===== src/rtl/cpu_xfer_pkg.sv =====
// Shared types and constants of the data-transfer decode and execute block.
// Assumes one 100 MHz clock; instruction fields arrive already split out of the object code.
package cpu_xfer_pkg;

   // Instruction type codes run 0 to 56, in class order.
   localparam int NUM_TYPES = 57;
   localparam logic [5:0] TYPE_DATA_TRANSFER_OP = 6'h00;
   localparam logic [5:0] TYPE_PERIPH_SYNC = 6'h01;
   localparam logic [5:0] TYPE_STACK = 6'h02;
   localparam logic [5:0] FIRST_ARITH = 6'h03;
   localparam logic [5:0] FIRST_LOGIC = 6'h11;
   localparam logic [5:0] FIRST_SHIFT = 6'h15;
   localparam logic [5:0] FIRST_BIT = 6'h1D;
   localparam logic [5:0] TYPE_COND_BRANCH = 6'h2B;
   localparam logic [5:0] FIRST_SYSTEM = 6'h30;
   localparam logic [5:0] FIRST_BLOCK = 6'h38;
   localparam logic [5:0] TYPE_LIMIT = 6'h39;

   localparam logic [2:0] STACK_REG = 3'h7;
   localparam logic [15:0] BYTE_STEP = 16'h0001;
   localparam logic [15:0] WORD_STEP = 16'h0002;
   localparam logic [7:0] ABS8_PAGE = 8'hFF;
   localparam logic [15:0] WORD_ALIGN_MASK = 16'hFFFE;
   localparam logic [7:0] ZERO_BYTE = 8'h00;

   typedef enum logic [2:0] {
      CLS_TRANSFER, CLS_ARITH, CLS_LOGIC, CLS_SHIFT, CLS_BIT, CLS_BRANCH, CLS_SYSTEM, CLS_BLOCK_COPY
   } op_class_t;

   typedef enum logic [2:0] {
      MODE_REG, MODE_IND, MODE_DISP16, MODE_ABS16, MODE_ABS8, MODE_IMM, MODE_PREDEC, MODE_POSTINC
   } mode_t;

   typedef struct packed {
      logic [5:0] type_code;
      logic is_word;
      logic to_mem;
      mode_t mode;
      logic [2:0] ea_reg;
      logic [2:0] data_reg;
      logic [3:0] cond;
      logic [15:0] ext;
   } instr_t;

   typedef struct packed {
      logic n;
      logic z;
      logic v;
      logic c;
   } flags_t;

   typedef struct packed {
      logic [15:0] addr;
      logic we;
      logic word;
      logic [15:0] wdata;
   } mem_cmd_t;

endpackage


===== src/rtl/cpu_data_transfer_decode.sv =====
// Decode of the whole instruction set into classes, and execution of the data-transfer class.
// Assumes a memory port that answers each held request with a one-cycle ack, never in the request's first cycle.
`timescale 1ns/10ps

// What this block does
// - Recognise 57 instruction types in eight functional classes.
// - General move copies register to register, register to memory, memory to register, or immediate to register.
// - Move supports byte or word with direct, indirect, displacement, absolute, immediate, auto modes.
// - Eight-bit absolute form is byte only; word with it is illegal.
// - Stack store is a word move of a register to pre-decremented stack address.
// - Stack load is a word move from post-incremented stack address into a register.
// - Both peripheral-synchronised byte transfer opcodes are rejected, never executed.
// - Conditional branch carries a condition field choosing which flag test decides it.
// - Word accesses force address bit zero low without any error.
// - Post-increment adds 1 after byte access and 2 after word access.
// - Pre-decrement subtracts 1 before byte access and 2 before word access.
// - Eight-bit absolute address takes all ones as its upper byte.
module cpu_data_transfer_decode (
   input wire logic clk_sys,
   input wire logic srst,
   input wire logic instr_valid,
   input wire cpu_xfer_pkg::instr_t instr,
   output logic instr_ready,
   output logic done,
   output logic illegal,
   output cpu_xfer_pkg::op_class_t op_class,
   output logic [3:0] branch_cond,
   output logic branch_taken,
   output cpu_xfer_pkg::flags_t flags,
   output logic mem_req,
   output cpu_xfer_pkg::mem_cmd_t mem_cmd,
   input wire logic mem_ack,
   input wire logic [15:0] mem_rdata,
   input wire logic [2:0] dbg_sel,
   output logic [15:0] dbg_data
);

   typedef enum logic [0:0] {ST_IDLE, ST_WAIT} state_t;

   typedef struct packed {
      state_t state;
      logic [7:0][15:0] gpr;
      cpu_xfer_pkg::flags_t flags;
      logic ready;
      logic done;
      logic illegal;
      cpu_xfer_pkg::op_class_t op_class;
      logic [3:0] cond;
      logic taken;
      logic mem_req;
      cpu_xfer_pkg::mem_cmd_t cmd;
      logic post_inc;
      logic [2:0] ea_reg;
      logic [2:0] data_reg;
      logic [15:0] dbg;
   } block_state_t;

   block_state_t s_reg;
   block_state_t s_next;

   function automatic cpu_xfer_pkg::op_class_t class_of(input logic [5:0] t);
      if (t < cpu_xfer_pkg::FIRST_ARITH) begin
         class_of = cpu_xfer_pkg::CLS_TRANSFER;
      end else if (t < cpu_xfer_pkg::FIRST_LOGIC) begin
         class_of = cpu_xfer_pkg::CLS_ARITH;
      end else if (t < cpu_xfer_pkg::FIRST_SHIFT) begin
         class_of = cpu_xfer_pkg::CLS_LOGIC;
      end else if (t < cpu_xfer_pkg::FIRST_BIT) begin
         class_of = cpu_xfer_pkg::CLS_SHIFT;
      end else if (t < cpu_xfer_pkg::TYPE_COND_BRANCH) begin
         class_of = cpu_xfer_pkg::CLS_BIT;
      end else if (t < cpu_xfer_pkg::FIRST_SYSTEM) begin
         class_of = cpu_xfer_pkg::CLS_BRANCH;
      end else if (t < cpu_xfer_pkg::FIRST_BLOCK) begin
         class_of = cpu_xfer_pkg::CLS_SYSTEM;
      end else begin
         class_of = cpu_xfer_pkg::CLS_BLOCK_COPY;
      end
   endfunction

   // Standard sixteen flag tests; code 0 is always, code 1 never.
   function automatic logic cond_true(input logic [3:0] cc, input cpu_xfer_pkg::flags_t f);
      logic base;
      case (cc[3:1])
         3'h0: base = 1'b1;
         3'h1: base = !(f.c | f.z);
         3'h2: base = !f.c;
         3'h3: base = !f.z;
         3'h4: base = !f.v;
         3'h5: base = !f.n;
         3'h6: base = !(f.n ^ f.v);
         default: base = !(f.z | (f.n ^ f.v));
      endcase
      cond_true = cc[0] ? !base : base;
   endfunction

   function automatic cpu_xfer_pkg::flags_t move_flags(input cpu_xfer_pkg::flags_t f, input logic [15:0] val,
                                                       input logic word);
      move_flags = f;
      move_flags.n = word ? val[15] : val[7];
      move_flags.z = word ? (val == 16'h0000) : (val[7:0] == cpu_xfer_pkg::ZERO_BYTE);
      move_flags.v = 1'b0;
   endfunction

   function automatic logic [15:0] step_of(input logic word);
      step_of = word ? cpu_xfer_pkg::WORD_STEP : cpu_xfer_pkg::BYTE_STEP;
   endfunction

   always_comb begin
      cpu_xfer_pkg::instr_t ins;
      logic [15:0] base;
      logic [15:0] ea;
      logic [15:0] val;
      logic accept;
      logic bad;
      ins = instr;
      base = 16'h0000;
      ea = 16'h0000;
      val = 16'h0000;
      accept = 1'b0;
      bad = 1'b0;
      s_next = s_reg;
      s_next.done = 1'b0;
      s_next.illegal = 1'b0;
      s_next.dbg = s_reg.gpr[dbg_sel];
      case (s_reg.state)
         ST_IDLE: begin
            accept = instr_valid;
            if (accept && (ins.type_code == cpu_xfer_pkg::TYPE_STACK)) begin
               ins.is_word = 1'b1;
               ins.ea_reg = cpu_xfer_pkg::STACK_REG;
               ins.mode = ins.to_mem ? cpu_xfer_pkg::MODE_PREDEC : cpu_xfer_pkg::MODE_POSTINC;
               ins.type_code = cpu_xfer_pkg::TYPE_DATA_TRANSFER_OP;
            end
            if (accept) begin
               s_next.op_class = class_of(ins.type_code);
               s_next.cond = ins.cond;
               s_next.taken = 1'b0;
               bad = (ins.type_code >= cpu_xfer_pkg::TYPE_LIMIT)
                  || (ins.type_code == cpu_xfer_pkg::TYPE_PERIPH_SYNC);
               if (ins.type_code == cpu_xfer_pkg::TYPE_DATA_TRANSFER_OP) begin
                  bad = bad || (ins.is_word && ins.mode == cpu_xfer_pkg::MODE_ABS8)
                     || (ins.to_mem && (ins.mode == cpu_xfer_pkg::MODE_IMM || ins.mode == cpu_xfer_pkg::MODE_POSTINC))
                     || (!ins.to_mem && ins.mode == cpu_xfer_pkg::MODE_PREDEC);
               end
               base = s_reg.gpr[ins.ea_reg];
               case (ins.mode)
                  cpu_xfer_pkg::MODE_DISP16: ea = base + ins.ext;
                  cpu_xfer_pkg::MODE_ABS16: ea = ins.ext;
                  cpu_xfer_pkg::MODE_ABS8: ea = {cpu_xfer_pkg::ABS8_PAGE, ins.ext[7:0]};
                  cpu_xfer_pkg::MODE_PREDEC: ea = base - step_of(ins.is_word);
                  default: ea = base;
               endcase
               if (ins.is_word) begin
                  ea = ea & cpu_xfer_pkg::WORD_ALIGN_MASK;
               end
               if (bad) begin
                  s_next.illegal = 1'b1;
               end else if (ins.type_code != cpu_xfer_pkg::TYPE_DATA_TRANSFER_OP) begin
                  // Other classes are only classified here, apart from the conditional branch's flag test; their execution lives elsewhere.
                  s_next.done = 1'b1;
                  if (ins.type_code == cpu_xfer_pkg::TYPE_COND_BRANCH) begin
                     s_next.taken = cond_true(ins.cond, s_reg.flags);
                  end
               end else if (ins.mode == cpu_xfer_pkg::MODE_REG || ins.mode == cpu_xfer_pkg::MODE_IMM) begin
                  val = (ins.mode == cpu_xfer_pkg::MODE_IMM) ? ins.ext : base;
                  if (ins.is_word) begin
                     s_next.gpr[ins.data_reg] = val;
                  end else begin
                     s_next.gpr[ins.data_reg][7:0] = val[7:0];
                  end
                  s_next.flags = move_flags(s_reg.flags, val, ins.is_word);
                  s_next.done = 1'b1;
               end else begin
                  if (ins.mode == cpu_xfer_pkg::MODE_PREDEC) begin
                     s_next.gpr[ins.ea_reg] = base - step_of(ins.is_word);
                  end
                  val = s_reg.gpr[ins.data_reg];
                  s_next.cmd.addr = ea;
                  s_next.cmd.we = ins.to_mem;
                  s_next.cmd.word = ins.is_word;
                  s_next.cmd.wdata = ins.is_word ? val : {cpu_xfer_pkg::ZERO_BYTE, val[7:0]};
                  s_next.post_inc = (ins.mode == cpu_xfer_pkg::MODE_POSTINC);
                  s_next.ea_reg = ins.ea_reg;
                  s_next.data_reg = ins.data_reg;
                  s_next.mem_req = 1'b1;
                  s_next.ready = 1'b0;
                  s_next.state = ST_WAIT;
               end
            end
         end
         ST_WAIT: begin
            if (mem_ack) begin
               val = s_reg.cmd.we ? s_reg.cmd.wdata : mem_rdata;
               if (!s_reg.cmd.we) begin
                  if (s_reg.cmd.word) begin
                     s_next.gpr[s_reg.data_reg] = val;
                  end else begin
                     s_next.gpr[s_reg.data_reg][7:0] = val[7:0];
                  end
               end
               if (s_reg.post_inc) begin
                  s_next.gpr[s_reg.ea_reg] = s_reg.gpr[s_reg.ea_reg] + step_of(s_reg.cmd.word);
               end
               s_next.flags = move_flags(s_reg.flags, val, s_reg.cmd.word);
               s_next.mem_req = 1'b0;
               s_next.ready = 1'b1;
               s_next.done = 1'b1;
               s_next.state = ST_IDLE;
            end
         end
         default: s_next.state = ST_IDLE;
      endcase
   end

   always_ff @(posedge clk_sys) begin
      if (srst) begin
         s_reg <= '0;
         s_reg.ready <= 1'b1;
         s_reg.state <= ST_IDLE;
      end else begin
         s_reg <= s_next;
      end
   end

   assign instr_ready = s_reg.ready;
   assign done = s_reg.done;
   assign illegal = s_reg.illegal;
   assign op_class = s_reg.op_class;
   assign branch_cond = s_reg.cond;
   assign branch_taken = s_reg.taken;
   assign flags = s_reg.flags;
   assign mem_req = s_reg.mem_req;
   assign mem_cmd = s_reg.cmd;
   assign dbg_data = s_reg.dbg;

   // Checks. Helper values sampled through $past.
   logic take;
   logic [15:0] sp_val;
   logic [15:0] ea_val;
   logic is_move;
   assign take = instr_valid && instr_ready;
   assign sp_val = s_reg.gpr[cpu_xfer_pkg::STACK_REG];
   assign ea_val = s_reg.gpr[instr.ea_reg];
   assign is_move = instr.type_code == cpu_xfer_pkg::TYPE_DATA_TRANSFER_OP;

   a_type_limit: assert property (@(posedge clk_sys) disable iff (srst)
      take && instr.type_code >= cpu_xfer_pkg::TYPE_LIMIT |=> illegal && !done) else $error("out-of-range type accepted");
   a_imm_load: assert property (@(posedge clk_sys) disable iff (srst)
      take && is_move && instr.mode == cpu_xfer_pkg::MODE_IMM && instr.is_word && !instr.to_mem
      |=> done && s_reg.gpr[$past(instr.data_reg)] == $past(instr.ext)) else $error("immediate not loaded");
   a_abs8_word: assert property (@(posedge clk_sys) disable iff (srst)
      take && is_move && instr.is_word && instr.mode == cpu_xfer_pkg::MODE_ABS8 |=> illegal && !mem_req)
      else $error("word absolute-8 not refused");
   a_abs8_page: assert property (@(posedge clk_sys) disable iff (srst)
      take && is_move && !instr.is_word && instr.mode == cpu_xfer_pkg::MODE_ABS8
      |=> mem_req && mem_cmd.addr[15:8] == cpu_xfer_pkg::ABS8_PAGE) else $error("absolute-8 page wrong");
   a_periph_refused: assert property (@(posedge clk_sys) disable iff (srst)
      take && instr.type_code == cpu_xfer_pkg::TYPE_PERIPH_SYNC |=> illegal && !mem_req && !done)
      else $error("peripheral transfer executed");
   a_push_store: assert property (@(posedge clk_sys) disable iff (srst)
      take && instr.type_code == cpu_xfer_pkg::TYPE_STACK && instr.to_mem
      |=> mem_req && mem_cmd.we && mem_cmd.word && sp_val == $past(sp_val) - cpu_xfer_pkg::WORD_STEP)
      else $error("stack store wrong");
   a_pop_load: assert property (@(posedge clk_sys) disable iff (srst)
      take && instr.type_code == cpu_xfer_pkg::TYPE_STACK && !instr.to_mem
      |=> mem_req && !mem_cmd.we && mem_cmd.word && mem_cmd.addr == ($past(sp_val) & cpu_xfer_pkg::WORD_ALIGN_MASK))
      else $error("stack load wrong");
   a_predec_byte: assert property (@(posedge clk_sys) disable iff (srst)
      take && is_move && !instr.is_word && instr.to_mem && instr.mode == cpu_xfer_pkg::MODE_PREDEC
      |=> mem_cmd.addr == $past(ea_val) - cpu_xfer_pkg::BYTE_STEP) else $error("byte pre-decrement wrong");
   a_word_align: assert property (@(posedge clk_sys) disable iff (srst)
      mem_req && mem_cmd.word |-> !mem_cmd.addr[0]) else $error("odd word address issued");
   a_postinc_step: assert property (@(posedge clk_sys) disable iff (srst)
      mem_req && mem_ack && s_reg.post_inc && s_reg.ea_reg == cpu_xfer_pkg::STACK_REG && s_reg.data_reg != s_reg.ea_reg
      |=> sp_val == $past(sp_val) + step_of($past(mem_cmd.word))) else $error("post-increment step wrong");
   a_move_flags: assert property (@(posedge clk_sys) disable iff (srst)
      done && op_class == cpu_xfer_pkg::CLS_TRANSFER |-> !flags.v && flags.c == $past(flags.c))
      else $error("move flags wrong");
   a_branch_cond: assert property (@(posedge clk_sys) disable iff (srst)
      take && instr.type_code == cpu_xfer_pkg::TYPE_COND_BRANCH && instr.cond == 4'h1 |=> done && !branch_taken)
      else $error("never-branch taken");

   c_push: cover property (@(posedge clk_sys) take && instr.type_code == cpu_xfer_pkg::TYPE_STACK && instr.to_mem);
   c_pop_done: cover property (@(posedge clk_sys) mem_req && mem_ack && s_reg.post_inc ##1 done);
   c_illegal: cover property (@(posedge clk_sys) illegal);
   c_branch_taken: cover property (@(posedge clk_sys) done && branch_taken);

endmodule


===== config.mk =====
export PLATFORM = sky130hd
export DESIGN_NAME = cpu_data_transfer_decode
export DESIGN_NICKNAME = d
export VERILOG_FILES = /design/src/rtl/cpu_xfer_pkg.sv /design/src/rtl/cpu_data_transfer_decode.sv
export SDC_FILE = /design/constraint.sdc
export NUM_CORES = 1
export LEC_CHECK = 0
export BUFFER_PORTS_ARGS = -buffer_cell sky130_fd_sc_hd__buf_4
export CORE_MARGIN = 2
export CORE_UTILIZATION = 40
export DETAILED_ROUTE_END_ITERATION = 12
export GPL_TIMING_DRIVEN = 0
export SETUP_SLACK_MARGIN = 0.02
export SLEW_MARGIN = 5
export SYNTH_ARGS = -nofsm -noshare
export SYNTH_HDL_FRONTEND = slang
export SYNTH_SLANG_ARGS = --single-unit

===== constraint.sdc =====
create_clock -name clk_sys -period 4.55 [get_ports clk_sys]
set_clock_uncertainty 0.05 [all_clocks]
set_input_delay 0.2275 -clock clk_sys [delete_from_list [all_inputs] [get_ports clk_sys]]
set_output_delay 0.2275 -clock clk_sys [all_outputs]
set_load 0.05 [all_outputs]

==> impl_metrics.tcl <==
set metrics [dict create \
    status "complete, but fails checks" \
    violations "max-capacitance violations, max-slew violations, negative setup slack" \
    worst_pin_slew_ns 1.55 \
    layout.cells.non_filler 3265 \
    power_density_nw_per_um2 221 \
    max_freq_mhz 219 \
    worst_slew_margin_rel_pct -3.62 \
    grt_pass1_vias 21600 \
    leakagePower_nw 7.28 \
    async_flop_share_pct 0 \
    cts-root-buf "clkbuf_16" \
    critPathMaxStageDelay_ns 0.82 \
    clk_path_buf_depth 2 \
    synth.top_cell.area_share_pct 21.8 \
    synthMuxAreaShare_pct 11.9 \
    die_h_um 218 \
    largest_reg_flops 120 \
    drc 0 \
    cap_violations 1 \
    cts_max_level 4 \
    synth.area.top_cells "dfxtp_1 22%, mux4_2 7.8%, a21oi_1 7.8%" \
    cts_tree "done" \
    synth_edf_count 0 \
    synth_top_family_by_area "compound AO/OA/AOI/OAI gates" \
    antenna_found_initial 4 \
    core-area_um2 45400 \
    dpl_worst_slack_ns -2.30 \
    p_total_w 0.00476 \
    maxSlewViolCount 8 \
    gp_congestion 1.07 \
    synth_ff_type "dfxtp_1" \
    final-setup-viol-count 1 \
    whs_ns 0.0218 \
    dpl.hpwl_um 90400 \
    crit_top_cell "clkbuf_1" \
    cp_max_fo 10 \
    grt_use_total_pct 48.0 \
    clock_sinks 200 \
    cp.arrival_ns 4.96 \
    syn_inst 2482 \
    crit_chain "buf_6, or4_4, buf_6, clkbuf_1, or3_1, or2_2, clkbuf_1, clkbuf_1, a21oi_1, o21ai_0, nor3_1, a211oi_1, nor3_1" \
    dr.pass1.iters 8 \
    grt_overflow_total 0 \
    clk_latency_ns 0.53 \
    nets 2732 \
    die_area_um2 47600 \
    synth-xor-area-share_pct 1.42 \
    startpoint_type "input pin" \
    area_delta_synth_final_pct 17.2 \
    synthesis.area_um2 18400 \
    fin_ws_ns -0.0192 \
    synth-seq-cells 200 \
    synthAdderAreaFrac_pct 1.69 \
    start_util_pct 40.5 \
    grt_max_degree 20 \
    cts-buffers-inserted 17 \
    postSynthAreaPerCell_um2 7.40 \
    yosys.area.top_type "dfxtp_1" \
    fin_crit_sh_pct 100 \
    cp.required_ns 4.94 \
    ir_drop_mv 0.225 \
    hold_viol_final 0 \
    synth_compound_area_share_pct 33.3 \
    place_inst 3203 \
    die_w_um 218 \
    dr_total_vias 23700 \
    ys_seq_area_share_pct 21.8 \
    num_rows 78 \
    yosysMostFrequentCell "nor2_1" \
    yosys.area_share.simple_pct 22.1 \
    post_drt_via_cell_ratio 7.26 \
    grt_pass1_wl_um 161000 \
    crit_type "in2reg" \
    drt-wirelength-per-cell_um 35.9 \
    ys_warn_count 0 \
    clk_pin_slew_ns 0.08 \
    cp_slowest_cell "a21oi_1" \
    drtAntennaViolNets 0 \
    drtIter0Drc 3635 \
    num_io_pins 126 \
    drive_above_1_share_pct 17.9 \
    hp-class "in2reg" \
    fin_crit_ns 4.57 \
    critPathCaptureType "flip-flop" \
    yosys.cell_types.count 103 \
    drt-total-wl_um 117000 \
    synth_commonest_cells "317 x nor2_1, 286 x a21oi_1, 229 x nand2_1" \
    io_buffers 113 \
    final_util_pct 47.4 \
]
==> cell type report <==
cell class                      instances  area, µm²
Antenna cell                            4       10.0
Buffer                                258       1350
Clock buffer                           18        429
Clock inverter                         13        146
Fill cell                            4612      23900
Inverter                               33        128
Multi-Input combinational cell       1984      13400
Sequential cell                       200       4010
Tap cell                              600        751
Timing Repair Buffer                  155       1260
==> critical path: cells and delay by family <==
family	cells	cell delay, ns
AND/OR/NAND/NOR	5	1.88
buffers and inverters	5	1.29
AO/OA/AOI/OAI	3	1.54
==> cell usage in the layout (no fill, tap or decap), types with 23 or more instances in the layout <==
cell type / instances
a211oi_1: 60
nand4_1: 27
o221ai_1: 42
clkbuf_1: 142
dfxtp_1: 198
nor3_1: 71
inv_1: 28
o22ai_1: 58
nand2_1: 227
and2_1: 23
a21oi_1: 278
mux2i_1: 56
mux4_2: 64
a221oi_1: 25
o21ai_0: 184
nand3_1: 47
buf_4: 202
o211ai_1: 41
nor2_1: 316
==> timing repair <==
| action | 4_1_cts | 5_1_grt |
|---|---|---|
| pin swaps | 8 | 11 |
| hold endpoints to repair | 8 | 0 |
| resized for setup | 72 | 57 |
| buffers inserted | 11 | 16 |
| cloned | 0 | 1 |
| endpoints found under the setup margin | 139 | 108 |
| hold buffers | 8 | 0 |
==> kinds of logic (layout without fill, tap and decap cells) <==
logic type,Yosys count,in the layout
AO/OA/AOI/OAI,929,929
AND/OR/NAND/NOR,863,863
buffers and inverters,300,477
flip-flops,200,200
multiplexers,137,137
XOR/XNOR,29,30
adder cells (fa/ha/maj),23,23
other,1,6
==> path summary, 6_finish.rpt <==
path | slack (ns) | from | endpoint | cells past startpoint
max reg2reg | 0.01 | s_reg[21]$_SDFFE_PP0P_ | s_reg[184]$_SDFFE_PP0P_ | 14
min reg2reg | 0.40 | instr_ready$_SDFFE_PP1P_ | instr_ready$_SDFFE_PP1P_ | 2
max | -0.02 | instr[33] | s_reg[86]$_SDFFE_PP0P_ | 13
min | 0.02 | instr[7] | mem_cmd[25]$_SDFFE_PP0P_ | 3
==> layer usage <==
layer | up-vias | global-route usage (%) | share of wire (%)
li1 | 9731 | - | -
met2 | 2204 | 68.6 | 40
met4 | 2 | 26.7 | 7.0
met1 | 11300 | 60.4 | 37
met3 | 487 | 20.4 | 16
met5 | - | 0.833 | 0.042
==> report_power, final <==
part / internal [W] / switching [W]
Sequential: 0.00176 / 0.0000287
Clock: 0.000812 / 0.000853
Combinational: 0.000394 / 0.000905
==> metrics by stage <==
| stage | TNS (ns) | cell area (µm²) |
|---|---|---|
| floorplan | 0 | 18400 |
| global placement | -178.38 | 20000 |
| detailed placement | -180.80 | 20100 |
| CTS | 0 | 21200 |
| global route | -0.0325 | 21500 |
| finish | -0.0192 | 21500 |
No activity file was read; power rests on OpenSTA's default activity.
